<file path="config.mk">
export PLATFORM = sky130hd
export DESIGN_NAME = lsod_decoder
export DESIGN_NICKNAME = d
export VERILOG_FILES = /design/src/include/lsod_pkg.sv /design/src/core/lsod_decoder.sv
export SDC_FILE = /design/constraint.sdc
export NUM_CORES = 1
export LEC_CHECK = 0
export BUFFER_PORTS_ARGS = -buffer_cell sky130_fd_sc_hd__buf_4
export CAP_MARGIN = 20
export CORE_MARGIN = 5
export CORE_UTILIZATION = 45
export DETAILED_ROUTE_END_ITERATION = 6
export MAX_ROUTING_LAYER = met4
export PLACE_DENSITY_LB_ADDON = 0.2
export SYNTH_ARGS = -nofsm -noshare
export SYNTH_HDL_FRONTEND = slang
export SYNTH_SLANG_ARGS = --single-unit
export TNS_END_PERCENT = 30
</file>
<file path="constraint.sdc">
create_clock -name i_clk -period 1.3 [get_ports i_clk]
set_input_delay 0.065 -clock i_clk [delete_from_list [all_inputs] [get_ports i_clk]]
set_output_delay 0.065 -clock i_clk [all_outputs]
set_load 0.05 [all_outputs]
</file>
<file path="src/include/lsod_pkg.sv">
package lsod_pkg;

  // ==========================================================
  // Opcode range bases and masks
  localparam logic [15:0] LSOD_MASK_6 = 16'hFFC0;
  localparam logic [15:0] LSOD_MASK_5 = 16'hFFE0;
  localparam logic [15:0] LSOD_MASK_7 = 16'hFF80;
  localparam logic [15:0] LSOD_MASK_10 = 16'hFC00;
  localparam logic [15:0] LSOD_HLD_PI_Z = 16'h9400;
  localparam logic [15:0] LSOD_HLD_PI_X = 16'h9440;
  localparam logic [15:0] LSOD_HLD_PD_Z = 16'h9480;
  localparam logic [15:0] LSOD_HLD_PD_X = 16'h94C0;
  localparam logic [15:0] LSOD_HLD_PN_Z = 16'h9500;
  localparam logic [15:0] LSOD_HLD_PN_X = 16'h9540;
  localparam logic [15:0] LSOD_HST_PI = 16'h9600;
  localparam logic [15:0] LSOD_HST_PD = 16'h9680;
  localparam logic [15:0] LSOD_HST_PN = 16'h9700;
  localparam logic [15:0] LSOD_BLD_PI_Z = 16'h9800;
  localparam logic [15:0] LSOD_BLD_PI_X = 16'h9840;
  localparam logic [15:0] LSOD_BLD_PD_Z = 16'h9880;
  localparam logic [15:0] LSOD_BLD_PD_X = 16'h98C0;
  localparam logic [15:0] LSOD_BLD_PN_Z = 16'h9900;
  localparam logic [15:0] LSOD_BLD_PN_X = 16'h9940;
  localparam logic [15:0] LSOD_BST_PI = 16'h9A00;
  localparam logic [15:0] LSOD_BST_PD = 16'h9A80;
  localparam logic [15:0] LSOD_BST_PN = 16'h9B00;
  // Index group: base of load/store, bits 7:5 select form
  localparam logic [15:0] LSOD_ILD_PI = 16'h9C00;
  localparam logic [15:0] LSOD_ILD_PD = 16'h9C80;
  localparam logic [15:0] LSOD_IST_PD = 16'h9E80;
  localparam logic [15:0] LSOD_ILD_PN = 16'h9D00;
  localparam logic [15:0] LSOD_IST_PI = 16'h9E00;
  localparam logic [15:0] LSOD_IST_PN = 16'h9F00;
  localparam logic [15:0] LSOD_ILD_MOD = 16'h9D80;
  localparam logic [15:0] LSOD_IST_MOD = 16'h9F80;
  localparam logic [15:0] LSOD_OLD_W = 16'hA000;
  localparam logic [15:0] LSOD_OLD_HZ = 16'hA400;
  localparam logic [15:0] LSOD_OLD_HX = 16'hA800;
  localparam logic [15:0] LSOD_OLD_P = 16'hAC00;
  localparam logic [15:0] LSOD_OST_W = 16'hB000;

  // ==========================================================
  // Field positions
  localparam int LSOD_REG_A_LSB = 0;
  localparam int LSOD_REG_B_LSB = 3;
  localparam int LSOD_OFS_LSB = 6;
  localparam int LSOD_IDX_LSB = 0;
  localparam int LSOD_IDATA_LSB = 2;
  localparam int LSOD_MOD_LSB = 5;
  localparam int LSOD_SUBFORM_LSB = 5;
  localparam logic [2:0] LSOD_SUB_DECR = 3'h4;

  // ==========================================================
  // Step sizes in bytes
  localparam logic [2:0] LSOD_STEP_BYTE = 3'h1;
  localparam logic [2:0] LSOD_STEP_HALF = 3'h2;
  localparam logic [2:0] LSOD_STEP_WORD = 3'h4;

  typedef enum logic [1:0] {LSOD_SZ_BYTE, LSOD_SZ_HALF, LSOD_SZ_WORD} lsod_size_e;
  typedef enum logic [1:0] {LSOD_AM_NONE, LSOD_AM_INC, LSOD_AM_DEC, LSOD_AM_MOD} lsod_amode_e;
  typedef enum logic [1:0] {LSOD_PART_FULL, LSOD_PART_LOW, LSOD_PART_HIGH} lsod_part_e;
  typedef enum logic [1:0] {LSOD_BASE_PTR, LSOD_BASE_IDX, LSOD_BASE_PTR_OFS} lsod_base_e;

  typedef struct packed {
    logic valid;
    logic is_load;
    logic sign_ext;
    logic dst_is_ptr;
    lsod_size_e size;
    lsod_amode_e amode;
    lsod_part_e part;
    lsod_base_e base;
    logic [2:0] addr_reg;
    logic [2:0] data_reg;
    logic [1:0] mod_reg;
    logic [6:0] offset;
    logic [2:0] step;
  } lsod_uop_s;

endpackage

</file>
<file path="src/core/lsod_decoder.sv">
`timescale 1ns/1ps
// Contract
// - 0x9400/0x9440: half load, post-increment pointer, Z/X
// - 0x9480/0x94C0: half load, post-decrement pointer, Z/X
// - 0x9500/0x9540: half load, unmodified pointer, Z/X
// - 0x9600/0x9680/0x9700: low-half store, inc/dec/none
// - 0x9800/0x9840: byte load, post-increment, Z/X
// - 0x9880/0x98C0: byte load, post-decrement, Z/X
// - 0x9900/0x9940: byte load, unmodified pointer, Z/X
// - 0x9A00/0x9A80/0x9B00: byte store, inc/dec/none
// - 0x9C00-0x9C5F: index load inc, full/low/high
// - 0x9C80-0x9CDF: index load dec, full/low/high
// - 0x9D00-0x9D5F: index load none, full/low/high
// - 0x9D80-0x9DFF: word load, index plus modifier
// - 0x9E00-0x9E5F: index store inc, full/low/high
// - 0x9E80-0x9EDF: index store dec, full/low/high
// - 0x9F00-0x9F5F: index store none, full/low/high
// - 0x9F80-0x9FFF: word store, index post-modified
// - 0xA000-0xA3FF: word load, pointer plus offset*4
// - 0xA400/0xA800: half load, pointer plus offset*2
// - 0xAC00-0xAFFF: pointer load, pointer plus offset*4
// - 0xB000-0xB3FF: word store, pointer plus offset*4
module lsod_decoder (
  // Clock and reset
  input wire logic i_clk,
  input wire logic i_reset,
  // From fetch
  input wire logic i_valid,
  input wire logic [15:0] i_opcode,
  // To address generation and register file
  output lsod_pkg::lsod_uop_s o_uop
);
  import lsod_pkg::*;

  // ==========================================================
  // Range matches
  function automatic logic hit(input logic [15:0] op, input logic [15:0] mask, input logic [15:0] base);
    hit = (op & mask) == base;
  endfunction

  wire logic [15:0] op = i_opcode;
  wire logic [2:0] subform = op[LSOD_SUBFORM_LSB +: 3];
  // Subforms 3 and 7 of the index load/store blocks decode to no form
  wire logic sub_data = subform[1:0] != 2'h3;

  // ==========================================================
  // Pointer half-word loads

  wire logic hld_pi_z = hit(op, LSOD_MASK_6, LSOD_HLD_PI_Z);

  wire logic hld_pi_x = hit(op, LSOD_MASK_6, LSOD_HLD_PI_X);

  wire logic hld_pd_z = hit(op, LSOD_MASK_6, LSOD_HLD_PD_Z);

  wire logic hld_pd_x = hit(op, LSOD_MASK_6, LSOD_HLD_PD_X);

  wire logic hld_pn_z = hit(op, LSOD_MASK_6, LSOD_HLD_PN_Z);

  wire logic hld_pn_x = hit(op, LSOD_MASK_6, LSOD_HLD_PN_X);

  // Extension and step classes of the half loads
  wire logic hld_z = hld_pi_z | hld_pd_z | hld_pn_z;
  wire logic hld_x = hld_pi_x | hld_pd_x | hld_pn_x;
  wire logic hld_inc = hld_pi_z | hld_pi_x;
  wire logic hld_dec = hld_pd_z | hld_pd_x;

  // ==========================================================
  // Pointer low-half stores

  wire logic hst_inc = hit(op, LSOD_MASK_6, LSOD_HST_PI);

  wire logic hst_dec = hit(op, LSOD_MASK_6, LSOD_HST_PD);

  wire logic hst_pn = hit(op, LSOD_MASK_6, LSOD_HST_PN);

  // All low-half stores
  wire logic hst = hst_inc | hst_dec | hst_pn;

  // ==========================================================
  // Pointer byte loads

  wire logic bld_pi_z = hit(op, LSOD_MASK_6, LSOD_BLD_PI_Z);

  wire logic bld_pi_x = hit(op, LSOD_MASK_6, LSOD_BLD_PI_X);

  wire logic bld_pd_z = hit(op, LSOD_MASK_6, LSOD_BLD_PD_Z);

  wire logic bld_pd_x = hit(op, LSOD_MASK_6, LSOD_BLD_PD_X);

  wire logic bld_pn_z = hit(op, LSOD_MASK_6, LSOD_BLD_PN_Z);

  wire logic bld_pn_x = hit(op, LSOD_MASK_6, LSOD_BLD_PN_X);

  // Extension and step classes of the byte loads
  wire logic bld_z = bld_pi_z | bld_pd_z | bld_pn_z;
  wire logic bld_x = bld_pi_x | bld_pd_x | bld_pn_x;
  wire logic bld_inc = bld_pi_z | bld_pi_x;
  wire logic bld_dec = bld_pd_z | bld_pd_x;

  // ==========================================================
  // Pointer byte stores

  wire logic bst_inc = hit(op, LSOD_MASK_6, LSOD_BST_PI);

  wire logic bst_dec = hit(op, LSOD_MASK_6, LSOD_BST_PD);

  wire logic bst_pn = hit(op, LSOD_MASK_6, LSOD_BST_PN);

  // All byte stores
  wire logic bst = bst_inc | bst_dec | bst_pn;

  // ==========================================================
  // Index register loads

  wire logic ild_pi = hit(op, LSOD_MASK_7, LSOD_ILD_PI) & sub_data;

  wire logic ild_pd = hit(op, LSOD_MASK_7, LSOD_ILD_PD) & sub_data;

  wire logic ild_pn = hit(op, LSOD_MASK_7, LSOD_ILD_PN) & sub_data;

  // ==========================================================
  // Index register stores

  wire logic ist_pi = hit(op, LSOD_MASK_7, LSOD_IST_PI) & sub_data;

  wire logic ist_pd = hit(op, LSOD_MASK_7, LSOD_IST_PD) & sub_data;

  wire logic ist_pn = hit(op, LSOD_MASK_7, LSOD_IST_PN) & sub_data;

  // ==========================================================
  // Modifier register forms

  wire logic ild_mod = hit(op, LSOD_MASK_7, LSOD_ILD_MOD);

  wire logic ist_mod = hit(op, LSOD_MASK_7, LSOD_IST_MOD);

  // ==========================================================
  // Pointer plus scaled offset

  wire logic old_w = hit(op, LSOD_MASK_10, LSOD_OLD_W);

  wire logic old_hz = hit(op, LSOD_MASK_10, LSOD_OLD_HZ);

  wire logic old_hx = hit(op, LSOD_MASK_10, LSOD_OLD_HX);

  wire logic old_p = hit(op, LSOD_MASK_10, LSOD_OLD_P);

  wire logic ost_w = hit(op, LSOD_MASK_10, LSOD_OST_W);

  // ==========================================================
  // Form classes

  wire logic ptr_form = hld_z | hld_x | hst | bld_z | bld_x | bst;
  wire logic idx_form = ild_pi | ild_pd | ild_pn | ist_pi | ist_pd | ist_pn;
  wire logic ofs_form = old_w | old_hz | old_hx | old_p | ost_w;
  wire logic mod_form = ild_mod | ist_mod;
  // A covered opcode falls in exactly one class
  wire logic any_hit = ptr_form | idx_form | ofs_form | mod_form;

  // ==========================================================
  // Direction and access size

  // Every covered load range
  wire logic is_load = hld_z
    | hld_x
    | bld_z
    | bld_x
    | ild_pi
    | ild_pd
    | ild_pn
    | ild_mod
    | old_w
    | old_hz
    | old_hx
    | old_p;

  wire logic sign_ext = hld_x | bld_x | old_hx;

  // Byte forms are the pointer byte loads and stores only
  wire logic is_byte = bld_z | bld_x | bst;
  // Index subforms 1 and 2 move one half of the data register
  wire logic idx_half = idx_form & (subform[1:0] != 2'h0);
  wire logic is_half = hld_z
    | hld_x
    | hst
    | old_hz
    | old_hx
    | idx_half;
  // Word is whatever remains
  wire lsod_size_e size = is_byte ? LSOD_SZ_BYTE : (is_half ? LSOD_SZ_HALF : LSOD_SZ_WORD);

  // ==========================================================
  // Address mode and post-modify step

  // Step forms, pointer and index alike
  wire logic am_inc = hld_inc | hst_inc | bld_inc | bst_inc | ild_pi | ist_pi;
  wire logic am_dec = hld_dec | hst_dec | bld_dec | bst_dec | ild_pd | ist_pd;
  // Modifier forms never overlap the step forms
  wire lsod_amode_e amode = mod_form ? LSOD_AM_MOD
    : (am_inc ? LSOD_AM_INC : (am_dec ? LSOD_AM_DEC : LSOD_AM_NONE));
  wire logic step_on = am_inc | am_dec;
  wire logic [2:0] size_bytes = is_byte ? LSOD_STEP_BYTE : (is_half ? LSOD_STEP_HALF : LSOD_STEP_WORD);
  wire logic [2:0] step = step_on ? size_bytes : 3'h0;

  // ==========================================================
  // Register part and address base

  // Index subform 1 selects the low half, 2 the high half
  wire lsod_part_e idx_part = (subform[1:0] == 2'h1) ? LSOD_PART_LOW
    : ((subform[1:0] == 2'h2) ? LSOD_PART_HIGH : LSOD_PART_FULL);
  wire lsod_part_e ptr_part = hst ? LSOD_PART_LOW : LSOD_PART_FULL;
  wire lsod_part_e part = idx_form ? idx_part : ptr_part;
  wire logic idx_base = idx_form | mod_form;
  wire lsod_base_e base = ofs_form ? LSOD_BASE_PTR_OFS : (idx_base ? LSOD_BASE_IDX : LSOD_BASE_PTR);

  // ==========================================================
  // Register numbers

  // Index register numbers are two bits wide
  wire logic [2:0] idx_addr = {1'b0, op[LSOD_IDX_LSB +: 2]};
  wire logic [2:0] addr_reg = idx_base ? idx_addr : op[LSOD_REG_B_LSB +: 3];
  wire logic [2:0] data_reg = idx_base ? op[LSOD_IDATA_LSB +: 3] : op[LSOD_REG_A_LSB +: 3];
  wire logic [1:0] mod_reg = mod_form ? op[LSOD_MOD_LSB +: 2] : 2'h0;

  // ==========================================================
  // Byte offsets

  wire logic [3:0] word_scaled_offset_field = op[LSOD_OFS_LSB +: 4];
  wire logic [3:0] halfword_scaled_offset_field = op[LSOD_OFS_LSB +: 4];
  wire logic ofs_word = old_w | old_p | ost_w;
  wire logic ofs_half = old_hz | old_hx;
  wire logic [6:0] word_ofs = {1'b0, word_scaled_offset_field, 2'h0};
  wire logic [6:0] half_ofs = {2'h0, halfword_scaled_offset_field, 1'b0};
  wire logic [6:0] offset = ofs_word ? word_ofs : (ofs_half ? half_ofs : 7'h00);

  wire lsod_uop_s uop_next = '{
    valid: i_valid & any_hit,
    is_load: is_load,
    sign_ext: sign_ext,
    dst_is_ptr: old_p,
    size: size,
    amode: amode,
    part: part,
    base: base,
    addr_reg: addr_reg,
    data_reg: data_reg,
    mod_reg: mod_reg,
    offset: offset,
    step: step
  };

  // ==========================================================
  // Output register
  // One whole micro-op per clock, so the datapath never sees a mix
  lsod_uop_s uop_reg;
  always_ff @(posedge i_clk or posedge i_reset) begin
    if (i_reset) begin
      uop_reg <= '0;
    end else begin
      uop_reg <= uop_next;
    end
  end
  assign o_uop = uop_reg;

endmodule

</file>
==> results.json, run 1 <==
{
  "synth_top_area_share_pct": 59.2,
  "grt_pass1_wl_um": 4470,
  "start_util_pct": 47.3,
  "clockBufferDepth": 2,
  "syn_area_mm2": 0.00118,
  "die_x_um": 61.3,
  "min_from": "i_opcode[5]",
  "cts_hold_buf": 9,
  "comb_power_share_pct": 20.4,
  "rsz0062_at_grt": "false",
  "met2_length_um": 1350,
  "cts_tree": "built",
  "final_hold_viol_count": 0,
  "min_period_ns": 1.11,
  "timing.final.ws_setup_ns": 0.190,
  "core_area_mm2": 0.00250,
  "finalNetCount": 190,
  "p_sw_mw": 0.435,
  "dp_hpwl_um": 2170,
  "cts_resized": 0,
  "synth_warnings": 0,
  "worst-setup-path-type": "input port to flip-flop",
  "port_buffers": 46,
  "firstDrtPassIters": 4,
  "cts_root_buffer": "clkbuf_4",
  "ir_drop_v": 0.000610,
  "clkSinkCount": 28,
  "syn_inst": 102,
  "power.density_mw_per_mm2": 921,
  "path_buf_inv": 1,
  "synth.avg_cell_area_um2": 11.6,
  "topRoutingLayerUsed": "met4",
  "io_pins": 49,
  "arrival_ns": 1.32,
  "globalplace.congestion": 0.826,
  "sw_frac_of_total_pct": 26.6,
  "cts_inserted_buffers": 3,
  "p_leak_nw": 0.916,
  "path_cells": "buf_4 > nand4bb_1 > a311oi_4 > mux2_2",
  "first_global_vias": 974,
  "synthTopCellsByArea": "dfrtp_1 59%, mux2_2 4.8%, o21ai_0 2.5%",
  "setup_viol": 0,
  "fin_crit_sh_pct": 85.4,
  "drt_iter0_markers": 20,
  "grt_max_degree": 29,
  "internal_power_mw": 1.20,
  "wl_met3_um": 212,
  "post_cts_buffers": 0,
  "antenna_found_initial": 0,
  "cts.clk_slew.worst_paths_ns": 0.13,
  "seqPwrFrac_pct": 54.9,
  "grt_overflow": 0,
  "drc": 0,
  "slew_viol_final": 0,
  "crit_family": "compound AO/OA/AOI/OAI gates",
  "max_cap_viol_count": 0,
  "std_cell_rows": 18,
  "ys.flop_type": "dfrtp_1",
  "largest_reg_flops": 28,
  "wire_per_inst_um": 14.2,
  "power_mw": 1.63,
  "wl_met1_um": 1230,
  "insertedDiodeCount": 0,
  "crit_path_max_fanout": 6,
  "viasPerCell": 5.07,
  "status": "complete, no violations",
  "holdCritPathClass": "input port to flip-flop",
  "cp_slowest_cell": "a311oi_4",
  "layout-drive-gt1-share_pct": 42.9,
  "slowest_delay_ns": 0.49,
  "cp-end-kind": "flip-flop",
  "cp-start-kind": "input port",
  "placed_area_mm2": 0.00164,
  "startpoint": "i_opcode[13]",
  "fin_area_mm2": 0.00177,
  "ys_seq_area_share_pct": 59.2,
  "ys_async_sr_fraction_pct": 100,
  "routed_wl_um": 2850,
  "htreeDepth": 1,
  "yosysUniqueCellTypes": 34,
  "yosys.area.top_type": "dfrtp_1",
  "whs_ns": 0.0291,
  "die_h_um": 61.3,
  "syn_to_final_growth_pct": 49.9,
  "dp_slack_ns": -0.157,
  "track_usage_pct": 16.9,
  "ant_nets": 0,
  "synth_edf_count": 0,
  "die_area_mm2": 0.00376,
  "cp_data_required_time_ns": 1.51,
  "pwr-share-clk_pct": 24.8,
  "fmaxAchievable_mhz": 901,
  "yosys_register_bits": 28,
  "vias": 1013
}
Yosys cell counts (3+ instances only):
library cell / count
a21oi_1: 3
a22o_1: 3
and2_1: 3
dfrtp_1: 28
inv_1: 4
mux2_2: 5
nand2_1: 7
nor2_1: 7
nor3_1: 4
o21ai_0: 6
stage by stage:
| stage | std cells | TNS (ns) | utilization, % |
|---|---|---|---|
| 2_1_floorplan | 103 | 0 | - |
| 3_3_place_gp | 186 | -0.877 | 65.5 |
| 3_5_place_dp | 186 | -1.50 | 65.5 |
| 4_1_cts | 199 | 0 | 70.6 |
| 5_1_grt | 200 | 0 | 71.0 |
| 6_report | 200 | 0 | 71.0 |
cell usage in the layout (no fill, tap or decap):
cell / count
a2111o_1: 1
a21oi_1: 3
a22o_1: 3
a22oi_1: 1
a311oi_4: 1
a31oi_1: 1
a32oi_1: 1
and2_1: 3
and2b_1: 1
and3_1: 2
and3b_1: 1
and4b_1: 1
and4bb_2: 1
buf_4: 60
clkbuf_4: 3
clkbuf_8: 1
conb_1: 2
dfrtp_1: 28
dlygate4sd3_1: 10
inv_1: 4
mux2_2: 5
nand2_1: 7
nand2b_1: 1
nand3_1: 2
nand4_1: 1
nand4bb_1: 2
nor2_1: 7
nor2b_1: 1
nor3_1: 4
nor4_1: 1
o21ai_0: 6
o31a_1: 1
or2_2: 2
xnor2_1: 2
cell type report:
cell class | count | area (µm²)
well taps | 30 | 37.5
flip-flops and latches | 28 | 701
fillers | 194 | 726
repair buffers | 70 | 551
inverters | 4 | 15.0
multi-input cells | 64 | 434
clock buffers | 4 | 36.3
power by group through the flow:
stage	clock, mW	sequential (mW)	combinational (mW)
finish	0.405	0.897	0.333
global route	0.461	0.900	0.357
CTS	0.422	0.897	0.331
detailed placement	0	0.914	0.308
global placement	0	0.913	0.303
floorplan	0	0.991	0.0998
layer usage:
metal,global-route usage [%],vias to the layer above
li1,-,487
met1,21.9,488
met2,25.7,34
met3,1.47,4
met4,9.91,0
met5,-,-
worst paths after layout:
kind                        endpoint  slack, ns  cells after the start
worst max-delay path       o_uop[15]       0.19                      4
worst min-delay path       o_uop[17]       0.03                      2
max in group asynchronous  o_uop[17]       0.70                      4
min in group asynchronous   o_uop[6]       0.34                      4
cells by family after synthesis:
family                 Yosys count  synth area share (%)
buffers and inverters           11                  4.44
multiplexers                     5                  4.76
XOR/XNOR                         2                  1.48
AO/OA/AOI/OAI                   18                  11.8
flip-flops                      28                  59.2
AND/OR/NAND/NOR                 37                  18.0
other                            1                 0.317
(Power assumes the default switching activity.)
==> inputs of run 2 (changes only) <==
- ABC_AREA: default -> 1
- CORE_UTILIZATION: 45 -> 52
==> results.json, run 2 <==
{
  "worst-setup-path-type": "input port to flip-flop",
  "die_area_mm2": 0.00382,
  "die_x_um": 61.8,
  "cts.clk_slew.worst_paths_ns": 0.14,
  "dp_slack_ns": 0.172,
  "vias": 1282,
  "synthTopCellsByArea": "dfrtp_1 50%, nand2_1 8.1%, nor2_1 5.9%",
  "yosys_register_bits": 28,
  "crit_family": "buffers and inverters",
  "cts_tree": "built",
  "dp_cells": 241,
  "final-seq-area_um2": 701,
  "cts_root_buffer": "clkbuf_4",
  "multi_input_area_um2": 593,
  "syn_inst": 165,
  "start_util_pct": 55.4,
  "grt_overflow": 0,
  "track_usage_pct": 18.8,
  "holdCritPathClass": "input port to flip-flop",
  "final_hold_viol_count": 0,
  "grt_pass1_wl_um": 5060,
  "path_buf_inv": 4,
  "final_common_cell": "buf_4",
  "htreeDepth": 1,
  "crit_path_max_fanout": 9,
  "ant_nets": 0,
  "firstDrtPassIters": 4,
  "synth.most_common_cell": "nand2_1",
  "power.density_mw_per_mm2": 845,
  "synth_edf_count": 0,
  "insertedDiodeCount": 0,
  "die_h_um": 61.8,
  "min_period_ns": 1.28,
  "grt_max_degree": 29,
  "path_cells": "buf_4 > inv_2 > nand2_4 > nor2_8 > nand3_4 > nand2_8 > inv_2 > nand2_1 > o21ai_1 > dlygate4sd3_1",
  "cp-start-kind": "input port",
  "viasPerCell": 4.93,
  "fin_area_mm2": 0.00197,
  "drc": 0,
  "placed_area_mm2": 0.00178,
  "yosysUniqueCellTypes": 21,
  "min_from": "i_opcode[7]",
  "dp_hpwl_um": 2400,
  "fin_util_pct": 78.1,
  "std_cell_rows": 18,
  "first_global_vias": 1164,
  "fin_crit_sh_pct": 98.6,
  "synth_warnings": 0,
  "syn_area_mm2": 0.00140,
  "cp_slowest_cell": "dlygate4sd3_1",
  "nFillCells": 180,
  "max_cap_viol_count": 0,
  "ir_drop_v": 0.000787,
  "drt_iter0_markers": 30,
  "routed_wl_um": 3250,
  "synth_common_cells": "30 x nand2_1, 28 x dfrtp_1, 22 x nor2_1, 20 x inv_1, 13 x nand3_1",
  "cpMostUsedCell": "inv_2",
  "cp-end-kind": "flip-flop",
  "largest_reg_flops": 28,
  "most-common-layout-cells": "49 x buf_4, 30 x nand2_1, 28 x dfrtp_1",
  "ys_seq_area_share_pct": 50.1,
  "ys_async_sr_fraction_pct": 100,
  "layout-drive-gt1-share_pct": 38.3,
  "setup_viol": 0,
  "port_buffers": 46,
  "slew_viol_final": 0,
  "fin_setup_tns_ns": 0,
  "ys.flop_type": "dfrtp_1",
  "yosys.area.top_type": "dfrtp_1",
  "arrival_ns": 1.50,
  "clockBufferDepth": 2,
  "timing.final.ws_setup_ns": 0.0182,
  "wire_per_inst_um": 12.5,
  "slowest_delay_ns": 0.56,
  "p_leak_nw": 1.13,
  "io_pins": 49,
  "globalplace.congestion": 0.932,
  "core_area_mm2": 0.00252,
  "cts_inserted_buffers": 3,
  "status": "complete, no violations",
  "cp_data_required_time_ns": 1.52,
  "antenna_found_initial": 0,
  "whs_endpoint": "o_uop[6]",
  "synth_top_area_share_pct": 50.1,
  "fmaxAchievable_mhz": 780,
  "syn_to_final_growth_pct": 41.0,
  "whs_path_depth": 3,
  "layout.cells.non_filler": 260,
  "finalNetCount": 250,
  "synth.avg_cell_area_um2": 8.47,
  "clkSinkCount": 28
}
[run 2: cell types whose count changed in the layout (fill, tap and decap cells not counted), moves of 5 or more]
cell and delta:
inv_2 +8, inv_1 +16, buf_4 -11, nand3_1 +11, nand2_2 +10, nor2_2 +6, nor2_1 +15, mux2_2 -5
nand2_1 +23
[run 2: what timing repair did]
item	CTS	global route
endpoints found under the hold margin	37	2
setup buffers	0	2
hold buffers	11	2
setup endpoints to repair	0	3
gates resized for setup	0	2
[run 2: where the power goes]
| part | internal, mW | switching [mW] | leakage (nW) |
|---|---|---|---|
| clock network | 0.171 | 0.243 | 0.0210 |
| registers | 0.892 | 0.00572 | 0.371 |
| logic | 0.125 | 0.228 | 0.734 |
| total | 1.19 | 0.477 | 1.13 |
[run 2: layout make-up]
| cell class | instances | share of cell area (%) |
|---|---|---|
| clock buffer | 4 | 1.84 |
| timing repair buffer | 62 | 25.3 |
| sequential | 28 | 35.6 |
| inverter | 28 | 5.33 |
| multi-input combinational | 108 | 30.1 |
| tap | 30 | 1.90 |
[run 2: kinds of logic (layout without fill, tap and decap cells)]
group	after synthesis	in the layout	synth area share, %
AND/OR/NAND/NOR	92	92	35.6
buffers and inverters	30	94	8.59
flip-flops	28	28	50.1
AO/OA/AOI/OAI	14	14	5.37
other	1	2	0.268
[run 2: metrics by stage]
step | hold WS, ns | power, mW
after global placement | 0.141 | 1.23
after CTS | 0.00515 | 1.66
after detailed placement | 0.147 | 1.23
final | 0.0298 | 1.67
after global routing | 0.0160 | 1.75
after floorplan | 0.130 | 1.12
[run 2: worst min-delay path, stage by stage]
cell     delay [ns]
buf_4          0.12
nand2_1        0.05
o21ai_0        0.08
[run 2: worst max-delay path by stage]
stage | startpoint | cells after the start | slack (ns) | end
6_report | i_opcode[13] | 10 | 0.02 | o_uop[12]
5_1_grt | i_opcode[13] | 10 | -0.002 | o_uop[12]
4_1_cts | i_opcode[14] | 10 | 0.02 | o_uop[12]
3_5_place_dp | i_opcode[14] | 10 | 0.17 | o_uop[2]
3_3_place_gp | i_opcode[14] | 10 | 0.19 | o_uop[2]
2_1_floorplan | i_opcode[14] | 8 | 0.41 | o_uop[25]
[run 2: per-layer routing]
layer,GRT usage (%),wire (µm)
met5,-,0
met3,2.48,214
met1,21.3,1310
met2,33.2,1670
met4,7.58,48
==> inputs of run 3 (changes only) <==
- CORE_ASPECT_RATIO: default -> 1.5
==> results.json, run 3 (synthesized netlist as in run 2, its figures left out) <==
{
  "fin_area_mm2": 0.00184,
  "cts.clk_slew.worst_paths_ns": 0.08,
  "rsz0062_at_grt": "false",
  "ant_nets": 0,
  "syn_to_final_growth_pct": 32.0,
  "grt_overflow": 0,
  "final_common_cell": "buf_4",
  "dp_hpwl_um": 2830,
  "globalplace.congestion": 0.922,
  "track_usage_pct": 19.5,
  "die_x_um": 52.3,
  "placed_area_mm2": 0.00179,
  "slew_viol_final": 0,
  "start_util_pct": 53.4,
  "dp_slack_ns": 0.165,
  "routed_wl_um": 3270,
  "clkSinkCount": 28,
  "largest_reg_flops": 28,
  "wire_per_inst_um": 12.9,
  "cts_tree": "built",
  "die_h_um": 73.5,
  "final_hold_viol_count": 0,
  "fin_crit_sh_pct": 69.9,
  "fin_util_pct": 70.4,
  "io_pins": 49,
  "max_cap_viol_count": 0,
  "fmaxAchievable_mhz": 1100,
  "whs_ns": 0.00490,
  "vias": 1196,
  "layout-drive-gt1-share_pct": 39.4,
  "antenna_found_initial": 0,
  "fin_setup_tns_ns": 0,
  "status": "complete, no violations",
  "slowest_delay_ns": 0.39,
  "ir_drop_v": 0.000613,
  "std_cell_rows": 23,
  "whs_path_depth": 3,
  "most-common-layout-cells": "48 x buf_4, 30 x nand2_1, 28 x dfrtp_1",
  "crit_family": "flip-flops",
  "timing.final.ws_setup_ns": 0.391,
  "crit_path_max_fanout": 1,
  "firstDrtPassIters": 4,
  "whs_endpoint": "o_uop[15]",
  "path_buf_inv": 1,
  "min_from": "i_opcode[3]",
  "setup_viol": 0,
  "cts_inserted_buffers": 3,
  "finalNetCount": 237,
  "cp-start-kind": "flip-flop",
  "path_cells": "buf_4",
  "viasPerCell": 4.73,
  "insertedDiodeCount": 0,
  "port_buffers": 46,
  "htreeDepth": 1,
  "cp_slowest_cell": "dfrtp_1",
  "die_area_mm2": 0.00385,
  "p_leak_nw": 1.07,
  "core_area_mm2": 0.00262,
  "holdCritPathClass": "input port to flip-flop",
  "worst-setup-path-type": "flip-flop to primary output",
  "cts_root_buffer": "clkbuf_8",
  "power.density_mw_per_mm2": 896,
  "cp_data_required_time_ns": 1.24,
  "cp.depth": 1,
  "grt_max_degree": 29,
  "post_cts_buffers": 0,
  "grt_pass1_wl_um": 5430,
  "first_global_vias": 1290,
  "drt_iter0_markers": 28,
  "min_period_ns": 0.909,
  "clockBufferDepth": 2,
  "drc": 0,
  "cp-end-kind": "primary output",
  "arrival_ns": 0.84
}
## run 3: cell count changes in the layout (fill, tap and decap cells not counted), sizes merged
cell / previous run / this run
dlygate4sd3: 13 / 1
buf: 49 / 48
clkbuf: 4 / 3
## run 3: area by class of cell
class / count / area [µm²]
Clock buffer: 3 / 41.3
Inverter: 28 / 105
Multi-Input combinational cell: 108 / 581
Tap cell: 37 / 46.3
Fill cell: 225 / 774
Timing Repair Buffer: 49 / 370
Sequential cell: 28 / 701
## run 3: per-layer routing
layer  vias to the layer above  part of all wire [%]  GRT usage [%]
met5                         -                     0              -
met4                         0                   2.4           8.24
met3                         6                   4.6           1.83
met2                        41                    59           38.5
met1                       549                    34           18.1
li1                        600                     -              -
## run 3: repair_timing
item                                   CTS  global route
hold buffers                             1             0
endpoints found under the hold margin   28             0
resized for setup                        0             0
## run 3: worst max path at each step
stage                             from         to  slack (ns)
after global routing      i_opcode[11]  o_uop[25]        0.35
after floorplan           i_opcode[14]  o_uop[25]        0.41
after detailed placement  i_opcode[14]   o_uop[2]        0.16
final                        o_uop[12]  o_uop[12]        0.39
after global placement    i_opcode[14]   o_uop[2]        0.15
after CTS                    o_uop[12]  o_uop[12]        0.38
## run 3: power by group
| group | switching, mW | internal [mW] |
|---|---|---|
| Sequential | 0.00647 | 0.892 |
| Combinational | 0.222 | 0.101 |
| Clock | 0.225 | 0.207 |
| Total | 0.454 | 1.20 |
## run 3: stage by stage
stage / total power, mW / cells
after floorplan: 1.12 / 166
after global placement: 1.23 / 249
after detailed placement: 1.24 / 249
after CTS: 1.66 / 253
after global routing: 1.73 / 253
final: 1.65 / 253
